===== config.mk =====
export PLATFORM = sky130hd
export DESIGN_NAME = peripheral_interrupt_flag_bank
export DESIGN_NICKNAME = d
export VERILOG_FILES = /design/src/inc/irq_bank_pkg.sv /design/src/rtl/edge_detect.sv /design/src/rtl/flag_cell_bank.sv /design/src/rtl/peripheral_interrupt_flag_bank.sv
export SDC_FILE = /design/constraint.sdc
export NUM_CORES = 1
export LEC_CHECK = 0
export BUFFER_PORTS_ARGS = -buffer_cell sky130_fd_sc_hd__buf_2
export CORE_MARGIN = 10
export CORE_UTILIZATION = 40
export DETAILED_ROUTE_END_ITERATION = 8
export MAX_ROUTING_LAYER = met4
export PLACE_DENSITY_LB_ADDON = 0.15
export SYNTH_ARGS = -nofsm -noshare
export SYNTH_HDL_FRONTEND = slang
export SYNTH_SLANG_ARGS = --single-unit
export TNS_END_PERCENT = 100

===== constraint.sdc =====
create_clock -name mclk -period 6.2 [get_ports mclk]
set_clock_uncertainty 0.15 [all_clocks]
set_input_delay 0.31 -clock mclk [delete_from_list [all_inputs] [get_ports mclk]]
set_output_delay 0.31 -clock mclk [all_outputs]
set_load 0.05 [all_outputs]

===== src/inc/irq_bank_pkg.sv =====
package irq_bank_pkg;
	// register indices (byte address = index * 4)
	localparam logic [4:0] idx_global_control = 5'h00;
	localparam logic [4:0] idx_enables_base = 5'h01;
	localparam logic [4:0] idx_flags_base = 5'h09;
	localparam logic [4:0] idx_irq_status = 5'h11;
	localparam logic [4:0] idx_irq_mask = 5'h12;
	localparam logic [4:0] idx_last = 5'h12;
	localparam int num_banks = 8;
	// implemented bits per bank (1 = implemented)
	localparam logic [7:0] flag_impl [num_banks] = '{
		8'h31, 8'hC1, 8'h43, 8'hFF, 8'h03, 8'hF1, 8'h03, 8'h31};
	// hardware-mirrored, read-only flag bits (serial buffers, bank 3)
	localparam logic [7:0] flag_ro [num_banks] = '{
		8'h00, 8'h00, 8'h00, 8'hF0, 8'h00, 8'h00, 8'h00, 8'h00};
	localparam logic [7:0] ctrl_impl = 8'hC1;
	localparam int gie_bit = 7;
	localparam int peripheral_irq_enable_bit = 6;
	localparam int edge_sel_bit = 0;
	localparam logic [7:0] reg_reset = 8'h00;
	// capture unit mode select encoding
	localparam logic [1:0] ccp_mode_capture = 2'h0;
	localparam logic [1:0] ccp_mode_compare = 2'h1;
	localparam logic [1:0] ccp_mode_pwm = 2'h2;
	// bank 5/6/7 bit positions
	localparam int logic_cell1_bit = 4;
	localparam int timer_gate_bit = 0;
	localparam int capture_unit1_bit = 0;
	localparam int capture_unit2_bit = 1;
	localparam int memory_op_bit = 5;
	localparam int osc_rollover_bit = 4;
	localparam int waveform_shutdown_bit = 0;
endpackage : irq_bank_pkg


===== src/rtl/edge_detect.sv =====
`timescale 1ns/1ps
module edge_detect
	import irq_bank_pkg::*;
#(
	parameter int width = 8
)(
	input wire logic mclk,
	input wire logic reset_n,
	input wire logic [width-1:0] level_in,
	output logic [width-1:0] rise,
	output logic [width-1:0] fall
);
	typedef struct packed {
		logic [width-1:0] prev;
	} state_s;
	state_s s_q;
	state_s s_d;

	always_comb
	begin
		s_d = s_q;
		s_d.prev = level_in;
	end

	always_ff @(posedge mclk or negedge reset_n)
	begin
		if (!reset_n)
			s_q <= '0;
		else
			s_q <= s_d;
	end

	assign rise = level_in & ~s_q.prev;
	assign fall = ~level_in & s_q.prev;
endmodule : edge_detect


===== src/rtl/flag_cell_bank.sv =====
`timescale 1ns/1ps
module flag_cell_bank
	import irq_bank_pkg::*;
#(
	parameter logic [7:0] impl = 8'hFF,
	parameter logic [7:0] ro = 8'h00
)(
	input wire logic mclk,
	input wire logic reset_n,
	input wire logic [7:0] hw_set,
	input wire logic [7:0] hw_level,
	input wire logic wr_en,
	input wire logic [7:0] wr_data,
	output logic [7:0] flags
);
	typedef struct packed {
		logic [7:0] f;
	} state_s;
	state_s s_q;
	state_s s_d;

	always_comb
	begin
		s_d = s_q;
		for (int i = 0; i < 8; i++)
		begin
			if (ro[i])
				s_d.f[i] = hw_level[i];
			else if (impl[i])
			begin
				if (wr_en)
					s_d.f[i] = wr_data[i];
				if (hw_set[i])
					s_d.f[i] = 1'b1;
			end
			else
				s_d.f[i] = 1'b0;
		end
	end

	always_ff @(posedge mclk or negedge reset_n)
	begin
		if (!reset_n)
			s_q <= '0;
		else
			s_q <= s_d;
	end

	assign flags = s_q.f;
endmodule : flag_cell_bank


===== src/rtl/peripheral_interrupt_flag_bank.sv =====
// Functional notes
// - flags set on their source event regardless of any enable bit
// - flags other than the serial buffer flags are software read/write, hardware set, held until cleared
// - bank 5 bits 7..4 latch logic cell four..one events
// - bank 5 bit 0 sets when timer gate goes inactive
// - unimplemented flag bits always read zero
// - capture mode: unit flag sets on capture
// - compare mode: unit flag sets on compare match, held
// - pwm mode: unit flag sets on output trailing edge, held
// - bank 7 bit 5 sets when memory operation completes
// - bank 7 bit 4 sets on each oscillator rollover
// - bank 7 bit 0 sets when waveform generator enters shutdown
// - all flags reset to zero on every reset
// - serial buffer flags are read-only mirrors of buffer state
`timescale 1ns/1ps
module peripheral_interrupt_flag_bank
	import irq_bank_pkg::*;
(
	input wire logic mclk,
	input wire logic reset_n,
	input wire logic wb_cyc_i,
	input wire logic wb_stb_i,
	input wire logic wb_we_i,
	input wire logic [6:0] wb_adr_i,
	input wire logic [3:0] wb_sel_i,
	input wire logic [31:0] wb_dat_i,
	output logic [31:0] wb_dat_o,
	output logic wb_ack_o,
	input wire logic [7:0] flags0_event,
	input wire logic [7:0] flags1_event,
	input wire logic [7:0] flags2_event,
	input wire logic [3:0] serial_buffer_state,
	input wire logic [3:0] flags3_event,
	input wire logic [7:0] flags4_event,
	input wire logic [3:0] logic_cell_output,
	input wire logic timer_gate_active,
	input wire logic [1:0] capture_event,
	input wire logic [1:0] compare_match,
	input wire logic [1:0] pwm_output,
	input wire logic [1:0] capture_unit_mode_select [2],
	input wire logic memory_op_done,
	input wire logic oscillator_rollover,
	input wire logic waveform_shutdown,
	output logic cpu_irq,
	output logic external_edge_select,
	output logic irq
);
	typedef struct packed {
		logic [31:0] dat;
		logic ack;
		logic [7:0] ctrl;
		logic [num_banks*8-1:0] en;
		logic [2:0] st;
		logic [2:0] mask;
		logic cpu_irq;
		logic edge_sel;
		logic irq;
	} state_s;
	state_s s_q;
	state_s s_d;

	logic [7:0] flags [num_banks];
	logic [7:0] hw_set [num_banks];
	logic [7:0] hw_level [num_banks];
	logic [7:0] bank_wr;
	logic [3:0] cell_rise;
	logic [3:0] cell_fall_unused;
	logic [0:0] gate_rise_unused;
	logic [0:0] gate_fall;
	logic [1:0] pwm_rise_unused;
	logic [1:0] pwm_fall;
	logic [1:0] shut_rise;
	logic [1:0] shut_fall_unused;
	logic [1:0] ccp_set;
	logic access;
	logic wr_strobe;
	logic [4:0] idx;

	assign access = wb_cyc_i & wb_stb_i & ~s_q.ack;
	assign wr_strobe = access & wb_we_i & wb_sel_i[0];
	assign idx = wb_adr_i[6:2];

	edge_detect #(.width(4)) u_cell_edge (
		.mclk(mclk),
		.reset_n(reset_n),
		.level_in(logic_cell_output),
		.rise(cell_rise),
		.fall(cell_fall_unused)
	);

	edge_detect #(.width(1)) u_gate_edge (
		.mclk(mclk),
		.reset_n(reset_n),
		.level_in(timer_gate_active),
		.rise(gate_rise_unused),
		.fall(gate_fall)
	);

	edge_detect #(.width(2)) u_pwm_edge (
		.mclk(mclk),
		.reset_n(reset_n),
		.level_in(pwm_output),
		.rise(pwm_rise_unused),
		.fall(pwm_fall)
	);

	edge_detect #(.width(2)) u_shut_edge (
		.mclk(mclk),
		.reset_n(reset_n),
		.level_in({1'b0, waveform_shutdown}),
		.rise(shut_rise),
		.fall(shut_fall_unused)
	);

	// per-unit event chosen by mode
	always_comb
	begin
		for (int u = 0; u < 2; u++)
		begin
			case (capture_unit_mode_select[u])
				ccp_mode_capture: ccp_set[u] = capture_event[u];
				ccp_mode_compare: ccp_set[u] = compare_match[u];
				ccp_mode_pwm: ccp_set[u] = pwm_fall[u];
				default: ccp_set[u] = 1'b0;
			endcase
		end
	end

	always_comb
	begin
		for (int b = 0; b < num_banks; b++)
		begin
			hw_set[b] = 8'h00;
			hw_level[b] = 8'h00;
		end
		hw_set[0] = flags0_event;
		hw_set[1] = flags1_event;
		hw_set[2] = flags2_event;
		hw_set[3] = {4'h0, flags3_event};
		hw_level[3] = {serial_buffer_state, 4'h0};
		hw_set[4] = flags4_event;
		hw_set[5][7:logic_cell1_bit] = cell_rise;
		hw_set[5][timer_gate_bit] = gate_fall[0];
		hw_set[6][capture_unit1_bit] = ccp_set[0];
		hw_set[6][capture_unit2_bit] = ccp_set[1];
		hw_set[7][memory_op_bit] = memory_op_done;
		hw_set[7][osc_rollover_bit] = oscillator_rollover;
		hw_set[7][waveform_shutdown_bit] = shut_rise[0];
	end

	genvar g;
	generate
		for (g = 0; g < num_banks; g++)
		begin : g_bank
			assign bank_wr[g] = wr_strobe &&
				(idx == idx_flags_base + 5'(g));
			flag_cell_bank #(
				.impl(flag_impl[g]),
				.ro(flag_ro[g])
			) u_flags (
				.mclk(mclk),
				.reset_n(reset_n),
				.hw_set(hw_set[g]),
				.hw_level(hw_level[g]),
				.wr_en(bank_wr[g]),
				.wr_data(wb_dat_i[7:0]),
				.flags(flags[g])
			);
		end
	endgenerate

	logic [7:0] pend;
	logic [7:0] rd_byte;
	logic [2:0] ev;

	always_comb
	begin
		s_d = s_q;
		pend = 8'h00;
		rd_byte = 8'h00;
		for (int b = 0; b < num_banks; b++)
			pend[b] = |(flags[b] & s_q.en[b*8 +: 8]);
		s_d.cpu_irq = s_q.ctrl[gie_bit] &
			(pend[0] | (s_q.ctrl[peripheral_irq_enable_bit] & |pend[7:1]));
		// events: request rising, enabled flag pending, global enable on
		ev[0] = s_d.cpu_irq & ~s_q.cpu_irq;
		ev[1] = |pend;
		ev[2] = s_q.ctrl[gie_bit];
		s_d.ack = access;
		if (access)
		begin
			if (idx == idx_global_control)
				rd_byte = s_q.ctrl;
			else if (idx >= idx_enables_base && idx < idx_flags_base)
				rd_byte = s_q.en[(idx - idx_enables_base)*8 +: 8];
			else if (idx >= idx_flags_base && idx < idx_irq_status)
				rd_byte = flags[3'(idx - idx_flags_base)];
			else if (idx == idx_irq_status)
				rd_byte = {5'h00, s_q.st};
			else if (idx == idx_irq_mask)
				rd_byte = {5'h00, s_q.mask};
			s_d.dat = {24'h000000, rd_byte};
			if (wr_strobe)
			begin
				if (idx == idx_global_control)
					s_d.ctrl = wb_dat_i[7:0] & ctrl_impl;
				else if (idx >= idx_enables_base && idx < idx_flags_base)
					s_d.en[(idx - idx_enables_base)*8 +: 8] =
						wb_dat_i[7:0] & flag_impl[3'(idx - idx_enables_base)];
				else if (idx == idx_irq_status)
					s_d.st = s_q.st & ~wb_dat_i[2:0];
				else if (idx == idx_irq_mask)
					s_d.mask = wb_dat_i[2:0];
			end
		end
		// set wins over write-one-to-clear
		s_d.st = s_d.st | ev;
		s_d.edge_sel = s_d.ctrl[edge_sel_bit];
		s_d.irq = |(s_d.st & s_d.mask);
	end

	always_ff @(posedge mclk or negedge reset_n)
	begin
		if (!reset_n)
		begin
			s_q <= '0;
			s_q.ctrl <= reg_reset;
		end
		else
			s_q <= s_d;
	end

	assign wb_dat_o = s_q.dat;
	assign wb_ack_o = s_q.ack;
	assign cpu_irq = s_q.cpu_irq;
	assign external_edge_select = s_q.edge_sel;
	assign irq = s_q.irq;
endmodule : peripheral_interrupt_flag_bank


Word level (Yosys, flattened, before mapping)

Memory sizes are Yosys's and may differ from the RTL's.
Cells that the tools add are included.

Bits in read-only memories: 64
Register bits: 121
Output and inout port bits: 36
Memories: 1

Shift operators: 3
Equality and inequality tests: 14
Order comparisons: 6
Add/sub/neg operators: 4
Bitwise logic cells: 34
Muxes and demuxes: 70
Reductions and logical operators: 44

Memory list:

| name            | words | bits a word | rd ports | clocked after Yosys merged registers in | wr ports | RTL line                              | text |
|---|---|---|---|---|---|---|---|
| (no name shown) | 8     | 8           | 1        | 0                                       | 0        | peripheral_interrupt_flag_bank.sv:209 | `wb_dat_i[7:0] & flag_impl[3'(idx - idx_enables_base)];` |

Operator list:

| kind                                                     | count |
|---|---|
| bitwise mux 64 bit                                       | 1 |
| OR reduction 64 bit                                      | 1 |
| variable shift 8 x 34 -> 64 bit, first input constant    | 1 |
| indexed part select 64 x 33 -> 8 bit                     | 1 |
| indexed part select 8 x 34 -> 64 bit                     | 1 |
| 2-to-1 mux 8 bit                                         | 7 |
| OR reduction 56 bit                                      | 1 |
| 2-to-1 mux 1 bit                                         | 50 |
| nonzero test 2 bit                                       | 25 |
| equality test 5 x 4 -> 1 bit, second input constant      | 7 |
| negator 32 -> 34 bit                                     | 1 |
| bitwise AND 8 bit                                        | 4 |
| binary-select mux 8 bit (select 3 bit)                   | 1 |
| 2-to-1 mux 6 bit                                         | 4 |
| bitwise AND 2 x 8 -> 8 bit                               | 2 |
| bitwise AND 6 x 8 -> 8 bit                               | 2 |
| equality test 5 bit, second input constant               | 3 |
| 2-to-1 mux 3 bit                                         | 5 |
| logical AND 1 bit                                        | 10 |
| bitwise AND 1 bit                                        | 9 |
| bitwise AND 7 x 8 -> 8 bit                               | 1 |
| greater-or-equal comparator 4 bit, second input constant | 2 |
| inverter 3 -> 4 bit                                      | 2 |
| OR reduction 8 bit                                       | 1 |
| 23 further kinds                                         | 33 |

Longest topological paths before layout

Depth after elaboration: 10
Gate-level depth with buffers: 17
Gate-level depth less buffers: 14

By module

From an unflattened synthesis, not the netlist that was laid out.

Cell total of the unflattened synthesis: 640
Area total of the unflattened synthesis: 7518.5 um^2

Modules (own cells, without submodules):

| module                                  | area an instance (um^2) | seq. area each (um^2) | instances | cells each |
|---|---|---|---|---|
| peripheral_interrupt_flag_bank          | 5716.7                  | 2102.0                | 1         | 491 |
| flag_cell_bank at g_bank[0].u_flags ... | 162.7                   | 75.1                  | 4         | 15 |
| flag_cell_bank at g_bank[3].u_flags     | 262.8                   | 200.2                 | 1         | 16 |
| flag_cell_bank at g_bank[4].u_flags ... | 130.1                   | 50.0                  | 2         | 13 |
| flag_cell_bank at g_bank[5].u_flags     | 247.7                   | 125.1                 | 1         | 20 |
| edge_detect at u_cell_edge              | 170.2                   | 100.1                 | 1         | 12 |
| edge_detect at u_pwm_edge ...           | 85.1                    | 50.0                  | 2         | 6 |
| edge_detect at u_gate_edge              | 40.0                    | 25.0                  | 1         | 3 |

Worst setup path before layout

No wires, ideal clock.

Kind: input to register
Start point: in wb_adr_i[3]
End point: reg s_q[67] (netlist bit)
Setup slack: 2.163 ns
Stages on the path: 14
Arrival time: 3.767 ns
Setup time: 0.119 ns
Path through: clkbuf_1 -> inv_1 -> ha_1 -> buf_2 -> xnor2_1 -> buf_2 -> clkbuf_1 -> nand4_1 -> ha_1 -> nor4_1 -> nand4_1 -> nor4_1 -> o2111ai_1 -> and2_1

Longest elaborated chain between the ends: 8
Elaborated cells between the ends (all ways): 17

RTL lines:

| item                                                                         | RTL line                             | text |
|---|---|---|
| start, declared                                                              | peripheral_interrupt_flag_bank.sv:24 | `input wire logic [6:0] wb_adr_i,` |
| parallel branches: the longest is 8 deep, another holds negator 32 -> 34 bit | --                                   |  |
| end, declared                                                                | peripheral_interrupt_flag_bank.sv:59 | `state_s s_q;` |

Parallel ways; which one is timed is not known. The select of a mux whose other input is x is not followed.
A chain may end at the register's enable or synchronous reset.

Worst setup path after layout

Start point: in wb_adr_i[3]
End point: reg s_q[59] (netlist bit)

The elaborated chain is that of the path after synthesis.

==> reports/results.ini <==
[status]
status = complete, no violations

[power_and_ir_drop]
p_per_area_nw_per_um2 = 257.7
peakVddDrop_mv = 0.1976
power_frac_clock = 0.470
power.leakage_uw = 0.003720
netSwitchingFraction = 0.2900
pwr-share-seq = 0.388
p_switching_uw = 612.9
p_int_uw = 1501
power.share.combinational = 0.142
total_power_uw = 2114

[floorplanning]
coreArea_um2 = 16760
row_count = 47
ioPinCount = 142
start_util = 0.4122
die_w_um = 151.4
die-area_um2 = 22930
die_y_um = 151.4

[drt]
drcViolationCount = 0
first_pass_iters = 6
dr.first_iter.drc_count = 586
via_count = 5912
vias_per_cell = 5.802
wl_per_cell_um = 21.40
drt_wl_total_um = 21810
drtAntennaViolNets = 0

[placement]
dpl_cell_area_um2 = 7281
post-dp-hpwl_um = 15820
io_buffer_count = 67
gp_congestion = 0.9451

[setup_path]
crit_cells = 13
cp.required_ps = 6360
critPathSlowestCell = a2111oi_4
path_cells = buf_2, inv_1, ha_1, nand2_1, mux2_2, o21ai_0, nand4_1, ha_1, nor4bb_1, nand4_1, a2111oi_4, nand2_2, and2_1
rr_worst_depth = 7
crit_path_start_kind = primary input
crit_buf_inv = 2
critPathKind = primary input to flop
worstPathArrival_ps = 4920
end_kind = flop
cp_slowest_stage_delay_ps = 1080
cp_max_fo = 20
critPathTopFamily = compound AO/OA/AOI/OAI gates

[flow_run]
cap_violations = 0

[sta]
maxClockFrequency_mhz = 210.1
timing.final.crit_share = 0.7679
relSlewSlack = 0.1920
worst-slew-pin-transition_ps = 1212
finalHoldViolCount = 0
period_needed_ps = 4761
drv_slew = 0
setup_viol = 0
fin_setup_tns_ps = 0
rsz0062_at_grt = false

[global_routing]
grt_pass1_vias = 5944
grt_max_degree = 70
track_usage = 0.1990
grt_overflow = 0
grt_antenna_before_repair = 2
grt_first_pass_wirelength_um = 33840

[yosys]
synth_adder_area_share = 0.02898
synthMostInstantiatedCell = dfrtp_1
muxShareOfSynthArea = 0.1050
synth-simple-area-share = 0.1949
synth_top_area_share = 0.4382
synth_common_cells = dfrtp_1 (121), nand2_1 (98), nand3_1 (51)
postSynthAreaPerCell_um2 = 9.856
synthXorXnorAreaFrac = 0.007606
synth_area_leaders = dfrtp_1 (44%), mux4_2 (5.9%), nand2_1 (5.3%)
synth_top_family_by_area = simple AND/OR/NAND/NOR gates
netlist_area_um2 = 6909
synth_edf_count = 0
synth_warnings = 0
synth_top_area_cell = dfrtp_1
synth_compound_area_frac = 0.1523
synth_seq_cells = 121
ys_seq_area_frac = 0.4382
synth_ff_type = dfrtp_1
syn_inst = 701
synth_cell_types = 66
async_reset_ff_frac = 1.000

[clocking]
insertion_delay_ps = 420
htree_levels = 4
root_buffer = clkbuf_16
post-cts-setup-buffer-count = 0
cts_buffer_depth = 2
clkSinkCount = 121
numCtsBuffers = 17
clk_pin_slew_worst_paths_ps = 60
cts_tree = done
cts-resized-gates = 0
postCtsHoldBufs = 33

[cells_and_area]
area_growth_pct = 18.73
fill_cells = 1606
fin_area_um2 = 8203
fin_nets = 906
drive_gt1_frac = 0.1832

[hold_path]
min_path_cells = 2
worstHoldPathType = primary input to flop

logic make-up after synthesis:
| logic type | count (synthesis) |
|---|---|
| AOI/OAI and AO/OA | 149 |
| xor gates and xnor gates | 6 |
| adders and majority gates | 16 |
| buffers and inverters | 95 |
| DFF | 121 |
| muxes | 49 |
| other | 1 |
| and+or+nand+nor | 264 |
area by class of cell:
type	instances	area (um^2)	share of cell area
inverters	28	105.1	0.01281
clock buffers	19	442.9	0.05400
clock inverters	13	143.9	0.01754
well taps	220	275.3	0.03356
multi-input cells	508	3475	0.4236
flip-flops and latches	121	3028	0.3691
diodes	2	5.005	0.0006101
repair buffers	108	728.2	0.08877
through the flow:
step                      hold slack [ps]  setup slack [ps]  std cells  utilization
after global placement              229.2              1205        952       0.4344
final                               18.30              1439       1019       0.4894
after global routing                13.38              1049       1019       0.4894
after floorplan                    -135.6              2163        724            -
after CTS                           4.575              1520       1017       0.4891
after detailed placement            243.5              1116        952       0.4344
power groups by stage:
stage | Combinational [uW] | Clock (uW) | Sequential (uW)
final | 301 | 993 | 820
after global routing | 323 | 1040 | 822
after CTS | 297 | 1010 | 820
after detailed placement | 280 | 0 | 834
after floorplan | 203 | 0 | 835
after global placement | 277 | 0 | 833
state kept, by name (all words and copies together), names as in the netlist:
name and count:
cpu_irq 1, s_q 72, u_cell_edge.s_q 4, u_shut_edge.s_q 1
wb_dat_o 8, g_bank.u_flags.flags 29, u_gate_edge.s_q 1, wb_ack_o 1
ev 1, u_pwm_edge.s_q 2, irq 1
placed cells by master (no fill, tap or decap), drive strengths merged, types with 11 or more instances in the layout:
cell,synthesis,layout
conb,1,24
dfrtp,121,121
nor3,11,11
ha,16,16
nand2,103,103
inv,28,31
clkbuf,22,19
a22oi,16,16
buf,45,75
and3,23,23
a211o,17,17
and2,17,17
mux4,18,18
nor2,15,15
a21oi,14,14
dlygate4sd3,0,33
nand3,51,51
o21ai,43,43
mux2i,23,23
path summary, 6_finish.rpt:
path	start	endpoint	slack [ps]
setup / recovery	wb_adr_i[3]	s_q[59]	1440
hold / removal	wb_dat_i[7]	ev[2]	20
setup reg to reg	wb_ack_o	s_q[59]	2350
hold reg to reg	u_cell_edge.s_q[1]	g_bank[5].u_flags.flags[5]	280
max in group asynchronous	reset_n	s_q[11]	4240
min in group asynchronous	reset_n	u_cell_edge.s_q[2]	320
layer usage:
layer / share of wire / GRT usage
met5: 0 / -
met1: 0.43 / 0.2474
met2: 0.47 / 0.3075
met3: 0.075 / 0.05489
met4: 0.019 / 0.06545
Note: power is estimated with default switching activity, not from simulation.
